### src/include/gfl_pkg.sv
package gfl_pkg;
  // Pin count and widths
  localparam int NUM_PINS = 4;
  localparam int FUNC_W = 5;
  localparam int DB_W = 4;
  // Function select codes
  localparam logic [4:0] FN_FIXED_OUT = 5'h01;
  localparam logic [4:0] FN_BUTTON_IN = 5'h02;
  localparam logic [4:0] FN_IRQ_OUT = 5'h03;
  localparam logic [4:0] FN_TEMP_WARN = 5'h04;
  localparam logic [4:0] FN_TEMP_SHUT = 5'h05;
  localparam logic [4:0] FN_LOOP1_CLK = 5'h15;
  localparam logic [4:0] FN_LOOP2_CLK = 5'h16;
  // De-bounce: stable count in cycles
  localparam int DB_TIME_NS = 200;
  localparam int CLK_PERIOD_NS = 25;
  localparam logic [3:0] DB_CYCLES =
    4'((DB_TIME_NS + CLK_PERIOD_NS - 1) / CLK_PERIOD_NS);
  // Register byte offsets
  localparam logic [7:0] PIN_CFG_BASE = 8'h00;
  localparam logic [7:0] THERM_CTRL_OFS = 8'h10;
  localparam logic [7:0] IRQ_STATUS_OFS = 8'h14;
  localparam logic [7:0] IRQ_CLEAR_OFS = 8'h18;
  localparam logic [7:0] IRQ_ENABLE_OFS = 8'h1c;
  localparam logic [7:0] PIN_LEVEL_OFS = 8'h20;
  // Pin config field positions
  localparam int CFG_FUNC_LSB = 0;
  localparam int CFG_LVL_BIT = 8;
  localparam int CFG_INV_BIT = 9;
  localparam int CFG_DB_BIT = 10;
  // Thermal control bits
  localparam int TH_SENSOR_ON_BIT = 0;
  localparam int TH_CUTOFF_BIT = 1;
  localparam int TH_WARN_DB_BIT = 2;
  localparam int TH_SHUT_DB_BIT = 3;
  // Interrupt bit layout: pins then warn, shut
  localparam int IRQ_W = NUM_PINS + 2;
  localparam int IRQ_WARN_BIT = NUM_PINS;
  localparam int IRQ_SHUT_BIT = NUM_PINS + 1;
  // Reset values
  localparam logic [4:0] FUNC_RST = 5'h02;
  localparam logic [3:0] THERM_RST = 4'h3;
endpackage : gfl_pkg

### src/design/gfl_top.sv
// How it works
// Code 15h drives first loop clock
// Code 16h drives second loop clock
// Button input also serves jack detect
// Software should enable de-bounce for detect
// Level read shows de-bounced input
// Level readback ignores invert bit
// Pin input edges both raise events
// Status bits latch; feed interrupt request
// Fixed output drives level bit value
// Invert bit complements driven level
// Pin may output combined interrupt
// Each source maskable before combining
// Pin may show warning or shutdown
// Optional de-bounce on temperature signals
// Temperature edges both raise events
// Temperature status only when sensor on
// Overheat with cutoff disables speakers
// Sensor and cutoff enabled after reset
// Status stays set until software clears
`timescale 1ns/1ps
`default_nettype none

// Stable-count de-bounce with bypass
module gfl_debounce (
  // Clock and reset
  input wire logic clk_i,
  input wire logic rst_ni,
  // Signal
  input wire logic en_i,
  input wire logic raw_i,
  output logic out_o
);
  typedef struct packed {
    logic stable;
    logic [3:0] cnt;
  } gfl_db_state_t;
  gfl_db_state_t s_q, s_d;

  // Accept new value only after it holds
  always_comb begin
    s_d = s_q;
    if (raw_i == s_q.stable) begin
      s_d.cnt = 4'h0;
    end else if (s_q.cnt >= gfl_pkg::DB_CYCLES - 4'h1) begin
      s_d.stable = raw_i;
      s_d.cnt = 4'h0;
    end else begin
      s_d.cnt = s_q.cnt + 4'h1;
    end
  end

  // State register
  always_ff @(posedge clk_i or negedge rst_ni) begin
    if (!rst_ni) begin
      s_q <= '0;
    end else begin
      s_q <= s_d;
    end
  end

  assign out_o = en_i ? raw_i : s_q.stable; // Bypass when en_i is high
endmodule : gfl_debounce

// Two-stage synchroniser for asynchronous levels
module gfl_sync #(
  parameter int W = 1
) (
  // Clock and reset
  input wire logic clk_i,
  input wire logic rst_ni,
  // Levels
  input wire logic [W-1:0] async_i,
  output logic [W-1:0] sync_o
);
  typedef struct packed {
    logic [W-1:0] meta;
    logic [W-1:0] safe;
  } gfl_sync_state_t;
  gfl_sync_state_t s_q, s_d;

  // Shift through two stages; only the second is read
  always_comb begin
    s_d.meta = async_i;
    s_d.safe = s_q.meta;
  end

  // State register
  always_ff @(posedge clk_i or negedge rst_ni) begin
    if (!rst_ni) begin
      s_q <= '0;
    end else begin
      s_q <= s_d;
    end
  end

  assign sync_o = s_q.safe; // Second stage only
endmodule : gfl_sync

// Sticky event bit: either edge sets, software clears
module gfl_sticky (
  // Clock and reset
  input wire logic clk_i,
  input wire logic rst_ni,
  // Event source and clear
  input wire logic lvl_i,
  input wire logic clr_i,
  output logic flag_o
);
  typedef struct packed {
    logic prev;
    logic flag;
  } gfl_sticky_state_t;
  gfl_sticky_state_t s_q, s_d;

  // Set beats a clear in the same cycle
  always_comb begin
    s_d.prev = lvl_i;
    s_d.flag = (s_q.flag & !clr_i) | (lvl_i ^ s_q.prev);
  end

  // State register
  always_ff @(posedge clk_i or negedge rst_ni) begin
    if (!rst_ni) begin
      s_q <= '0;
    end else begin
      s_q <= s_d;
    end
  end

  assign flag_o = s_q.flag;
endmodule : gfl_sticky

// Output select for one pin
module gfl_pin_drive (
  // Pin configuration
  input wire logic [4:0] func_i,
  input wire logic level_i,
  input wire logic invert_i,
  // Internal sources
  input wire logic irq_i,
  input wire logic warn_i,
  input wire logic shut_i,
  input wire logic loop1_clk_i,
  input wire logic loop2_clk_i,
  // Pin drive
  output logic out_o,
  output logic oe_o
);
  // Pick the source; unknown codes leave the pin floating
  always_comb begin
    out_o = 1'b0;
    oe_o = 1'b1;
    case (func_i)
      gfl_pkg::FN_FIXED_OUT: out_o = level_i ^ invert_i;
      gfl_pkg::FN_BUTTON_IN: oe_o = 1'b0;
      gfl_pkg::FN_IRQ_OUT: out_o = irq_i ^ invert_i;
      gfl_pkg::FN_TEMP_WARN: out_o = warn_i ^ invert_i;
      gfl_pkg::FN_TEMP_SHUT: out_o = shut_i ^ invert_i;
      gfl_pkg::FN_LOOP1_CLK: out_o = loop1_clk_i;
      gfl_pkg::FN_LOOP2_CLK: out_o = loop2_clk_i;
      default: oe_o = 1'b0;
    endcase
  end
endmodule : gfl_pin_drive

module gfl_top (
  // Clock and reset
  input wire logic CLOCK_I,
  input wire logic RESETN_I,
  // APB slave
  input wire logic PSEL_I,
  input wire logic PENABLE_I,
  input wire logic PWRITE_I,
  input wire logic [7:0] PADDR_I,
  input wire logic [31:0] PWDATA_I,
  input wire logic [3:0] PSTRB_I,
  output logic [31:0] PRDATA_O,
  output logic PREADY_O,
  output logic PSLVERR_O,
  // Pins
  input wire logic [3:0] GPIO_IN_I,
  output logic [3:0] GPIO_OUT_O,
  output logic [3:0] GPIO_OE_O,
  // Clock and sensor sources
  input wire logic FIRST_LOCKED_LOOP_CLK_I,
  input wire logic SECOND_LOCKED_LOOP_CLK_I,
  input wire logic TEMP_WARN_RAW_I,
  input wire logic TEMP_SHUT_RAW_I,
  // Speaker enables and interrupt
  output logic LEFT_SPEAKER_OUT_EN_O,
  output logic RIGHT_SPEAKER_OUT_EN_O,
  output logic IRQ_O
);
  localparam int NP = gfl_pkg::NUM_PINS;
  localparam int IW = gfl_pkg::IRQ_W;

  typedef struct packed {
    logic [NP-1:0][4:0] func;
    logic [NP-1:0] pin_level_bit;
    logic [NP-1:0] pin_invert_bit;
    logic [NP-1:0] pin_db_en;
    logic thermal_sensor_on;
    logic overheat_output_cutoff;
    logic warn_db_en;
    logic shut_db_en;
    logic [IW-1:0] irq_enable;
    logic [31:0] rdata;
    logic [1:0] spk_on;
  } gfl_state_t;
  gfl_state_t s_q, s_d;

  logic [NP-1:0] pin_db;
  logic warn_db, shut_db;
  logic [IW-1:0] cur_lvl;
  logic irq_any;
  logic overheat;
  logic wr_acc, rd_acc;
  logic [7:0] ofs;
  logic [NP-1:0] pin_sync;
  logic [1:0] temp_sync;
  logic [IW-1:0] irq_status;
  logic [IW-1:0] irq_clr;

  // Pin levels cross into the clock domain
  gfl_sync #(
    .W(NP)
  ) u_pin_sync (
    .clk_i(CLOCK_I),
    .rst_ni(RESETN_I),
    .async_i(GPIO_IN_I),
    .sync_o(pin_sync)
  );

  // Sensor levels cross into the clock domain
  gfl_sync #(
    .W(2)
  ) u_temp_sync (
    .clk_i(CLOCK_I),
    .rst_ni(RESETN_I),
    .async_i({TEMP_SHUT_RAW_I, TEMP_WARN_RAW_I}),
    .sync_o(temp_sync)
  );

  // De-bounce per pin input
  for (genvar i = 0; i < NP; i++) begin : g_pin_db
    gfl_debounce u_db (
      .clk_i(CLOCK_I),
      .rst_ni(RESETN_I),
      .en_i(!s_q.pin_db_en[i]),
      .raw_i(pin_sync[i]),
      .out_o(pin_db[i])
    );
  end

  // De-bounce of temperature status
  gfl_debounce u_warn_db (
    .clk_i(CLOCK_I),
    .rst_ni(RESETN_I),
    .en_i(!s_q.warn_db_en),
    .raw_i(temp_sync[0] & s_q.thermal_sensor_on),
    .out_o(warn_db)
  );
  gfl_debounce u_shut_db (
    .clk_i(CLOCK_I),
    .rst_ni(RESETN_I),
    .en_i(!s_q.shut_db_en),
    .raw_i(temp_sync[1] & s_q.thermal_sensor_on),
    .out_o(shut_db)
  );

  // Interrupt source levels
  assign cur_lvl = {shut_db, warn_db, pin_db};
  assign irq_any = |(irq_status & s_q.irq_enable);
  assign overheat = shut_db & s_q.thermal_sensor_on;

  // APB decode
  assign wr_acc = PSEL_I & PENABLE_I & PWRITE_I;
  assign rd_acc = PSEL_I & !PENABLE_I & !PWRITE_I;
  assign ofs = PADDR_I;

  // Clear strobe per status bit, write-only register
  assign irq_clr = (wr_acc && ofs == gfl_pkg::IRQ_CLEAR_OFS && PSTRB_I[0]) ?
    PWDATA_I[IW-1:0] : {IW{1'b0}};

  // Sticky status bit per source
  for (genvar i = 0; i < IW; i++) begin : g_sticky
    gfl_sticky u_sticky (
      .clk_i(CLOCK_I),
      .rst_ni(RESETN_I),
      .lvl_i(cur_lvl[i]),
      .clr_i(irq_clr[i]),
      .flag_o(irq_status[i])
    );
  end

  // Next state
  always_comb begin
    s_d = s_q;
    // Register writes
    if (wr_acc) begin
      for (int i = 0; i < NP; i++) begin
        if (ofs == gfl_pkg::PIN_CFG_BASE + 8'(4 * i)) begin
          if (PSTRB_I[0]) begin
            s_d.func[i] = PWDATA_I[gfl_pkg::CFG_FUNC_LSB +: 5];
          end
          if (PSTRB_I[1]) begin
            s_d.pin_level_bit[i] = PWDATA_I[gfl_pkg::CFG_LVL_BIT];
            s_d.pin_invert_bit[i] = PWDATA_I[gfl_pkg::CFG_INV_BIT];
            s_d.pin_db_en[i] = PWDATA_I[gfl_pkg::CFG_DB_BIT];
          end
        end
      end
      if (ofs == gfl_pkg::THERM_CTRL_OFS && PSTRB_I[0]) begin
        s_d.thermal_sensor_on = PWDATA_I[gfl_pkg::TH_SENSOR_ON_BIT];
        s_d.overheat_output_cutoff = PWDATA_I[gfl_pkg::TH_CUTOFF_BIT];
        s_d.warn_db_en = PWDATA_I[gfl_pkg::TH_WARN_DB_BIT];
        s_d.shut_db_en = PWDATA_I[gfl_pkg::TH_SHUT_DB_BIT];
      end
      if (ofs == gfl_pkg::IRQ_ENABLE_OFS && PSTRB_I[0]) begin
        s_d.irq_enable = PWDATA_I[IW-1:0];
      end
    end
    // Read data captured in setup cycle
    if (rd_acc) begin
      s_d.rdata = 32'h0;
      for (int i = 0; i < NP; i++) begin
        if (ofs == gfl_pkg::PIN_CFG_BASE + 8'(4 * i)) begin
          s_d.rdata[gfl_pkg::CFG_FUNC_LSB +: 5] = s_q.func[i];
          s_d.rdata[gfl_pkg::CFG_LVL_BIT] =
            (s_q.func[i] == gfl_pkg::FN_FIXED_OUT) ?
            s_q.pin_level_bit[i] : pin_db[i];
          s_d.rdata[gfl_pkg::CFG_INV_BIT] = s_q.pin_invert_bit[i];
          s_d.rdata[gfl_pkg::CFG_DB_BIT] = s_q.pin_db_en[i];
        end
      end
      case (ofs)
        gfl_pkg::THERM_CTRL_OFS: s_d.rdata[3:0] = {s_q.shut_db_en,
          s_q.warn_db_en, s_q.overheat_output_cutoff,
          s_q.thermal_sensor_on};
        gfl_pkg::IRQ_STATUS_OFS: s_d.rdata[IW-1:0] = irq_status;
        gfl_pkg::IRQ_ENABLE_OFS: s_d.rdata[IW-1:0] = s_q.irq_enable;
        gfl_pkg::PIN_LEVEL_OFS: s_d.rdata[IW-1:0] = cur_lvl;
        default: ;
      endcase
    end
    // Speaker enable: cut on overheat with cutoff set
    s_d.spk_on = {2{!(overheat & s_q.overheat_output_cutoff)}};
  end

  // State register
  always_ff @(posedge CLOCK_I or negedge RESETN_I) begin
    if (!RESETN_I) begin
      s_q <= '0;
      s_q.func <= {NP{gfl_pkg::FUNC_RST}};
      s_q.thermal_sensor_on <= gfl_pkg::THERM_RST[0];
      s_q.overheat_output_cutoff <= gfl_pkg::THERM_RST[1];
      s_q.spk_on <= 2'h3;
    end else begin
      s_q <= s_d;
    end
  end

  // Output select per pin
  for (genvar i = 0; i < NP; i++) begin : g_pin_drive
    gfl_pin_drive u_drive (
      .func_i(s_q.func[i]),
      .level_i(s_q.pin_level_bit[i]),
      .invert_i(s_q.pin_invert_bit[i]),
      .irq_i(irq_any),
      .warn_i(warn_db),
      .shut_i(shut_db),
      .loop1_clk_i(FIRST_LOCKED_LOOP_CLK_I),
      .loop2_clk_i(SECOND_LOCKED_LOOP_CLK_I),
      .out_o(GPIO_OUT_O[i]),
      .oe_o(GPIO_OE_O[i])
    );
  end

  // Bus answers and outputs
  assign PRDATA_O = s_q.rdata;
  assign PREADY_O = 1'b1;
  assign PSLVERR_O = 1'b0;
  assign IRQ_O = irq_any;
  assign LEFT_SPEAKER_OUT_EN_O = s_q.spk_on[0];
  assign RIGHT_SPEAKER_OUT_EN_O = s_q.spk_on[1];
endmodule : gfl_top
`default_nettype wire

### config.mk
export PLATFORM = sky130hd
export DESIGN_NAME = gfl_top
export DESIGN_NICKNAME = d
export VERILOG_FILES = /design/src/include/gfl_pkg.sv /design/src/design/gfl_top.sv
export SDC_FILE = /design/constraint.sdc
export NUM_CORES = 1
export LEC_CHECK = 0
export BUFFER_PORTS_ARGS = -buffer_cell sky130_fd_sc_hd__buf_4
export CORE_MARGIN = 3
export CORE_UTILIZATION = 45
export CTS_BUF_LIST = sky130_fd_sc_hd__clkbuf_4 sky130_fd_sc_hd__clkbuf_8 sky130_fd_sc_hd__clkbuf_16
export CTS_CLUSTER_SIZE = 16
export DETAILED_ROUTE_END_ITERATION = 8
export PLACE_DENSITY = 0.7
export SYNTH_ARGS = -nofsm -noshare
export SYNTH_HDL_FRONTEND = slang
export SYNTH_HIERARCHICAL = 1
export SYNTH_SLANG_ARGS = --single-unit
### constraint.sdc
create_clock -name CLOCK_I -period 2.23 [get_ports CLOCK_I]
set_input_delay 0.446 -clock CLOCK_I [delete_from_list [all_inputs] [get_ports CLOCK_I]]
set_output_delay 0.446 -clock CLOCK_I [all_outputs]
set_load 0.02 [all_outputs]
==> results of run 1 <==
routing by layer:
layer  wire length (µm)  GRT usage, %
met1               6060          26.4
met2               6190          29.0
met3                854          5.41
met4                184          4.22
met5                  0             0
final timing paths:
path,start,to,cells past startpoint
max reg2reg,s_q[66]$_DFFE_PN0P_,PRDATA_O[8]$_DFFE_PN0P_,5
max,u_temp_sync/sync_o[0]$_DFF_PN0_,GPIO_OUT_O[1],7
max in group asynchronous,RESETN_I,s_q[42]$_DFFE_PN1P_,2
min in group CLOCK_I,GPIO_IN_I[0],u_pin_sync/s_d[0]$_DFF_PN0_,1
min,RESETN_I,s_q[74]$_DFFE_PN0P_,1
min reg2reg,u_pin_sync/s_d[3]$_DFF_PN0_,u_pin_sync/sync_o[3]$_DFF_PN0_,0
cell type report:
type / count / area share [%]
Multi-Input combinational cell: 371 / 42.7
Sequential cell: 106 / 39.6
Timing Repair Buffer: 69 / 8.11
Clock buffer: 9 / 3.35
Tap cell: 168 / 3.12
Inverter: 30 / 1.67
Clock inverter: 7 / 1.51
state kept, by name, indices dropped and copies added, names as in the netlist, 2 cells and up:
register                  flops
g_sticky.u_sticky/s_q         6
g_pin_db.u_db/s_q            20
u_temp_sync/sync_o            2
u_warn_db/s_q                 5
g_sticky.u_sticky/flag_o      6
u_pin_sync/sync_o             4
PRDATA_O                      9
u_temp_sync/s_d               2
u_shut_db/s_q                 5
s_q                          42
u_pin_sync/s_d                4
power groups by stage:
stage | clock, mW | combinational, mW | sequential, mW
2_1_floorplan | 0 | 0.501 | 2.21
3_3_place_gp | 0 | 0.638 | 2.22
3_5_place_dp | 0 | 0.670 | 2.23
4_1_cts | 1.76 | 0.680 | 2.20
5_1_grt | 1.85 | 0.738 | 2.22
6_report | 1.73 | 0.675 | 2.20
cell usage in the layout (no fill, tap or decap), types with 4 or more instances in the layout:
cell type  count
and2_1         7
o22ai_1        4
a21o_2         4
nor2_2         4
mux2i_4        4
dfrtp_1       99
nor4_1         4
nand3b_1       5
nor2b_1        4
nand2b_2       4
ha_1           6
and2b_1        4
buf_4         64
nor2_1        15
nand4b_1       6
nand2_1       25
or2_1          4
o21ai_0       15
and3_1         5
nand3_1       10
nor3_1        24
buf_6          4
mux2_2        51
a22oi_1        8
inv_1         27
o21ai_1        7
or3_1          5
conb_1        25
a211oi_1       8
dfstp_2        7
mux2i_1       12
clkbuf_16      9
a21oi_1       24
o22a_1         8
a2111oi_2      6
xnor2_1       18
o31ai_2        5
nand2b_1       8
cells by family after synthesis:
group                    after synthesis  share of synthesized area [%]
flip-flops                           106                           46.0
buffers and inverters                 75                           7.80
adder cells (fa/ha/maj)                6                           1.30
other                                  2                          0.130
XOR/XNOR                              18                           2.72
AND/OR/NAND/NOR                      146                           14.8
multiplexers                          72                           14.2
AO/OA/AOI/OAI                        104                           13.1
timing repair:
item / 4_1_cts / 5_1_grt
gates cloned: 0 / 0
buffers inserted: 3 / 5
resized for setup: 15 / 13
endpoints found under the hold margin: 0 / 0
endpoints found under the setup margin: 4 / 4
pin swaps: 8 / 11
per-stage QoR:
| step | TNS, ns | hold slack [ns] |
|---|---|---|
| finish | -0.750 | 0.0713 |
| CTS | -0.890 | 0.0781 |
| detailed placement | 0 | 0.337 |
| global placement | 0 | 0.334 |
| floorplan | 0 | 0.150 |
| global route | -1.08 | 0.0990 |
==> summary.md, run 1 <==
| Metric | Value |
|---|---|
| Post-synth ARST share | `100%` |
| Final worst setup slack | `-0.211 ns` |
| Htree depth | `3` |
| Inserted Diodes | `0` |
| Tmin final | `2.44 ns` |
| Initial antenna violation count | `0` |
| Startpoint Class | `register` |
| Post-DP Area | `6220 µm²` |
| Switching share of power | `26.8%` |
| Clock transition at path regs | `0.07 ns` |
| Vias in the first global route | `4150` |
| Net Sw Power | `1.24 mW` |
| Drt first pass iters | `4` |
| Pre-CTS setup slack | `0.0174 ns` |
| Detailed-route DRC error count | `0` |
| Dpl hpwl | `9830 µm` |
| Comb pwr share | `14.7%` |
| Mean Syn Cell Area | `10.9 µm²` |
| CP arrival | `1.99 ns` |
| PwrDens | `684 nW/µm²` |
| Slowest cell on crit path | `dfrtp_1` |
| Most common cell in the synthesized netlist | `dfrtp_1` |
| Most frequent cells after synthesis | `dfrtp_1 (99), mux2_2 (53), buf_4 (36), inv_1 (30), nand2_1 (25)` |
| Width of the die | `119 µm` |
| Worst slew pin tran | `0.502 ns` |
| Row Count | `40` |
| Root Buffer | `clkbuf_16` |
| CTS tree | `done` |
| Clock buffer depth | `2` |
| Final nets | `650` |
| Fin. Hold Viols | `0` |
| CP Data Required Time | `1.78 ns` |
| Initial DRC count | `364` |
| # hold bufs at CTS | `0` |
| Placed cells | `736` |
| Num CTS Buffers | `9` |
| Clock sink total | `106` |
| Core area | `12300 µm²` |
| Synthesis Warnings | `6` |
| Share of the synthesized area in the top cell type | `42.8%` |
| Post-route ant nets | `0` |
| Maximum fanout along the worst path | `5` |
| Max-Cap Viols | `0` |
| Area growth syn-to-layout | `16.3%` |
| Slew HR | `66.6%` |
| # setup viols final | `4` |
| Die area | `14300 µm²` |
| Slew Viols, Final | `0` |
| Clk_skew | `0.00782 ns` |
| EDFF count, synth | `0` |
| Synth top area cells | `dfrtp_1 (43%), mux2_2 (10%), buf_4 (4.7%)` |
| Post-synthesis cell count | `529` |
| Period utilization | `109%` |
| Top-level port count | `102` |
| Avg WL per Cell | `17.5 µm` |
| Port buffer count | `51` |
| Clk_lat worst skew | `0.35 ns` |
| Die Y | `119 µm` |
| Total Power | `4.61 mW` |
| Sequential-to-total area share from yosys stat | `46.0%` |
| Final Util | `54.7%` |
| Initial Utilization | `47.0%` |
| Reg area | `2660 µm²` |
| Final GP Congestion | `0.890` |
| Number of synthesized register bits | `106` |
| Flop2flop setup slack | `0.19 ns` |
| Failing checks | `negative setup slack` |
| Final non-filler cell total | `760` |
| RSZ-0062 raised after global routing | `yes` |
| FILL cells | `1061` |
| Synth cell types | `54` |
| Tightest Hold Check Type | `input port to asynchronous set/reset pin` |
| Cell family with most CP delay | `multiplexers` |
| Clock Power Share | `37.5%` |
| Via count | `4210` |
| Vias per inst | `5.54` |
| Leakage | `2.99 nW` |
| Crit path capture type | `primary output` |
| Share of cells above drive strength 1 | `32.9%` |
| Dominant synthesized flop cell | `dfrtp_1` |
| Register share of total power | `47.8%` |
| CP Class | `register to primary output` |
| Synthesized area | `5790 µm²` |
| Pint | `3.37 mW` |
| Maximum VDD drop | `376 µV` |
| Gr usage total | `18.8%` |
| Post-route cell area | `6730 µm²` |
| Max Fclk | `0.410 GHz` |
| Worst Path Buf+Inv | `1` |
| First-pass GRT wire length | `21200 µm` |
| Post-synth top area cell | `dfrtp_1` |
| Pin count of the biggest net entering global routing | `46` |
| Status | `complete, but fails checks` |
| Final wirelength | `13300 µm` |
| CP peak stage delay | `0.36 ns` |
| Crit-path cells | `and2_4 > mux2_4 > mux2i_4 > o31ai_2 > o31ai_1 > nand3_1 > buf_6` |
| Total grt overflow | `0` |
| Area of the multi-input gates | `2870 µm²` |
Power figures use the tool's default switching activity.
==> run 2, diff against run 1 <==
CORE_ASPECT_RATIO = 0.75   (was default)
CORE_MARGIN = 1.5   (was 3)
RECOVER_POWER = 100   (was default)
==> summary.md, run 2 (same netlist as run 1, synthesis figures left out) <==
| Metric | Value |
|---|---|
| Leakage | `2.96 nW` |
| First-pass GRT wire length | `21600 µm` |
| Startpoint Class | `register` |
| Slowest cell on crit path | `dfstp_2` |
| Top-level port count | `102` |
| Total Power | `4.52 mW` |
| Die Y | `101 µm` |
| Vias in the first global route | `4118` |
| Slew Viols, Final | `0` |
| Slew HR | `38.1%` |
| Worst Path Buf+Inv | `1` |
| Most common cell after layout, fill and taps aside | `dfrtp_1` |
| Detailed-route DRC error count | `0` |
| R2R depth | `5` |
| Tmin final | `2.47 ns` |
| CP arrival | `2.03 ns` |
| Worst R2R Start | `s_q[68]$_DFFE_PN0P_` |
| Clock buffer depth | `2` |
| Most flops, register | `s_q` |
| Post-route ant nets | `0` |
| Width of the die | `134 µm` |
| Net Sw Power | `1.15 mW` |
| Dpl hpwl | `10200 µm` |
| # setup viols final | `4` |
| Status | `complete, but fails checks` |
| RSZ-0062 raised after global routing | `yes` |
| Max Fclk | `0.405 GHz` |
| Clock sink total | `106` |
| Drt first pass iters | `4` |
| CTS tree | `done` |
| Worst path depth | `7` |
| Root Buffer | `clkbuf_16` |
| Core area | `12400 µm²` |
| Area growth syn-to-layout | `14.5%` |
| Num CTS Buffers | `9` |
| Max reg flops | `42` |
| Fin. Hold Viols | `0` |
| Final wirelength | `13500 µm` |
| Initial antenna violation count | `0` |
| Final nets | `647` |
| Share of cells above drive strength 1 | `29.4%` |
| Register share of total power | `48.6%` |
| Gr usage total | `20.9%` |
| Crit path capture type | `primary output` |
| Switching share of power | `25.4%` |
| CP Data Required Time | `1.78 ns` |
| Final worst setup slack | `-0.241 ns` |
| Port buffer count | `51` |
| Total grt overflow | `0` |
| Initial Utilization | `46.7%` |
| HP Start | `GPIO_IN_I[1]` |
| Initial DRC count | `233` |
| Worst slew pin tran | `0.928 ns` |
| Hold slack | `0.226 ns` |
| Maximum fanout along the worst path | `5` |
| Crit-path cells | `and2_4 > mux2_4 > mux2i_4 > o31ai_2 > o31ai_1 > nand3_1 > buf_6` |
| Max-Cap Viols | `0` |
| Period utilization | `111%` |
| Row Count | `35` |
| Comb pwr share | `13.8%` |
| Final Util | `53.5%` |
| Clock transition at path regs | `0.07 ns` |
| CP peak stage delay | `0.38 ns` |
| Min-Delay Path Depth | `1` |
| Via count | `4209` |
| Pint | `3.37 mW` |
| Crit. Startpoint | `s_q[43]$_DFFE_PN1P_` |
| Htree depth | `3` |
| Commonest non-fill, non-tap cells in the layout | `dfrtp_1 (99), buf_4 (52), mux2_2 (47), inv_1 (30)` |
| Vias per inst | `5.57` |
| PwrDens | `682 nW/µm²` |
| Postcts setup bufs | `0` |
| CP Class | `register to primary output` |
| Clk_skew | `0.00722 ns` |
| Failing checks | `negative setup slack` |
| Clk_lat worst skew | `0.35 ns` |
| Clock Power Share | `37.6%` |
| Inserted Diodes | `0` |
| Final GP Congestion | `0.939` |
| Pin count of the biggest net entering global routing | `69` |
| Die area | `13600 µm²` |
| Maximum VDD drop | `460 µV` |
| Avg WL per Cell | `17.9 µm` |
| Tightest Hold Check Type | `input port to register` |
| Cell family with most CP delay | `multiplexers` |
run 2: changes by cell type in the layout (fill, tap and decap cells not counted), moves of 2 or more:
cell / delta
buf_4: -12
a22oi_2: -3
nand3_1: +2
nand3_2: -2
a2111oi_2: -3
mux2_2: -4
clkbuf_4: +10
inv_1: +3
inv_2: -3
a22oi_1: +3
mux2_1: +4
a2111oi_0: +3
run 2: power by group through the flow:
| stage | clock network (mW) | registers (mW) | logic [mW] |
|---|---|---|---|
| 2_1_floorplan | 0 | 2.21 | 0.501 |
| 3_3_place_gp | 0 | 2.22 | 0.638 |
| 3_5_place_dp | 0 | 2.24 | 0.672 |
| 4_1_cts | 1.75 | 2.20 | 0.678 |
| 5_1_grt | 1.83 | 2.22 | 0.701 |
| 6_report | 1.70 | 2.20 | 0.625 |
run 2: repair_timing:
item / CTS / global route
endpoints found under the hold margin: 3 / 0
resized for setup: 17 / 1
setup endpoints to repair: 4 / 4
hold buffers: 1 / 0
pin swaps: 8 / 2
run 2: worst reg2reg max path, delay by kind of cell (launching register included):
family,cells,cell delay [ns]
AO/OA/AOI/OAI,2,0.56
flip-flops,1,0.48
multiplexers,1,0.41
AND/OR/NAND/NOR,2,0.64
run 2: per-layer routing:
metal,vias up,global-route usage [%],part of all wire [%]
met3,19,6.36,7.4
met2,126,31.8,45
li1,1972,-,-
met5,-,0,0
met4,0,6.27,1.3
met1,2092,29.1,46
run 2: layout make-up:
cell class	instances	area, µm²
sequential	106	2660
clock buffer	12	248
timing repair buffer	66	507
multi-input combinational	371	2820
fill	1089	5760
clock inverter	4	76.3
tap	166	208
inverter	30	113
run 2: stage by stage:
step | instance area [µm²] | setup slack [ns] | TNS [ns] | instances
global placement | 6240 | 0.0503 | 0 | 738
floorplan | 5870 | 0.220 | 0 | 552
finish | 6630 | -0.241 | -0.877 | 755
detailed placement | 6240 | 0.0160 | 0 | 738
global route | 6630 | -0.363 | -1.29 | 755
CTS | 6660 | -0.242 | -0.896 | 755
run 2: worst paths after layout:
check,endpoint,slack (ns)
worst min-delay path,u_pin_sync/s_d[1]$_DFF_PN0_,0.23
worst max-delay path,GPIO_OUT_O[1],-0.24
worst min register to register,u_pin_sync/sync_o[3]$_DFF_PN0_,0.35
min in group asynchronous,PRDATA_O[9]$_DFFE_PN0P_,0.46
max in group asynchronous,u_shut_db/s_q[2]$_DFF_PN0_,0.54
worst max register to register,PRDATA_O[8]$_DFFE_PN0P_,0.03
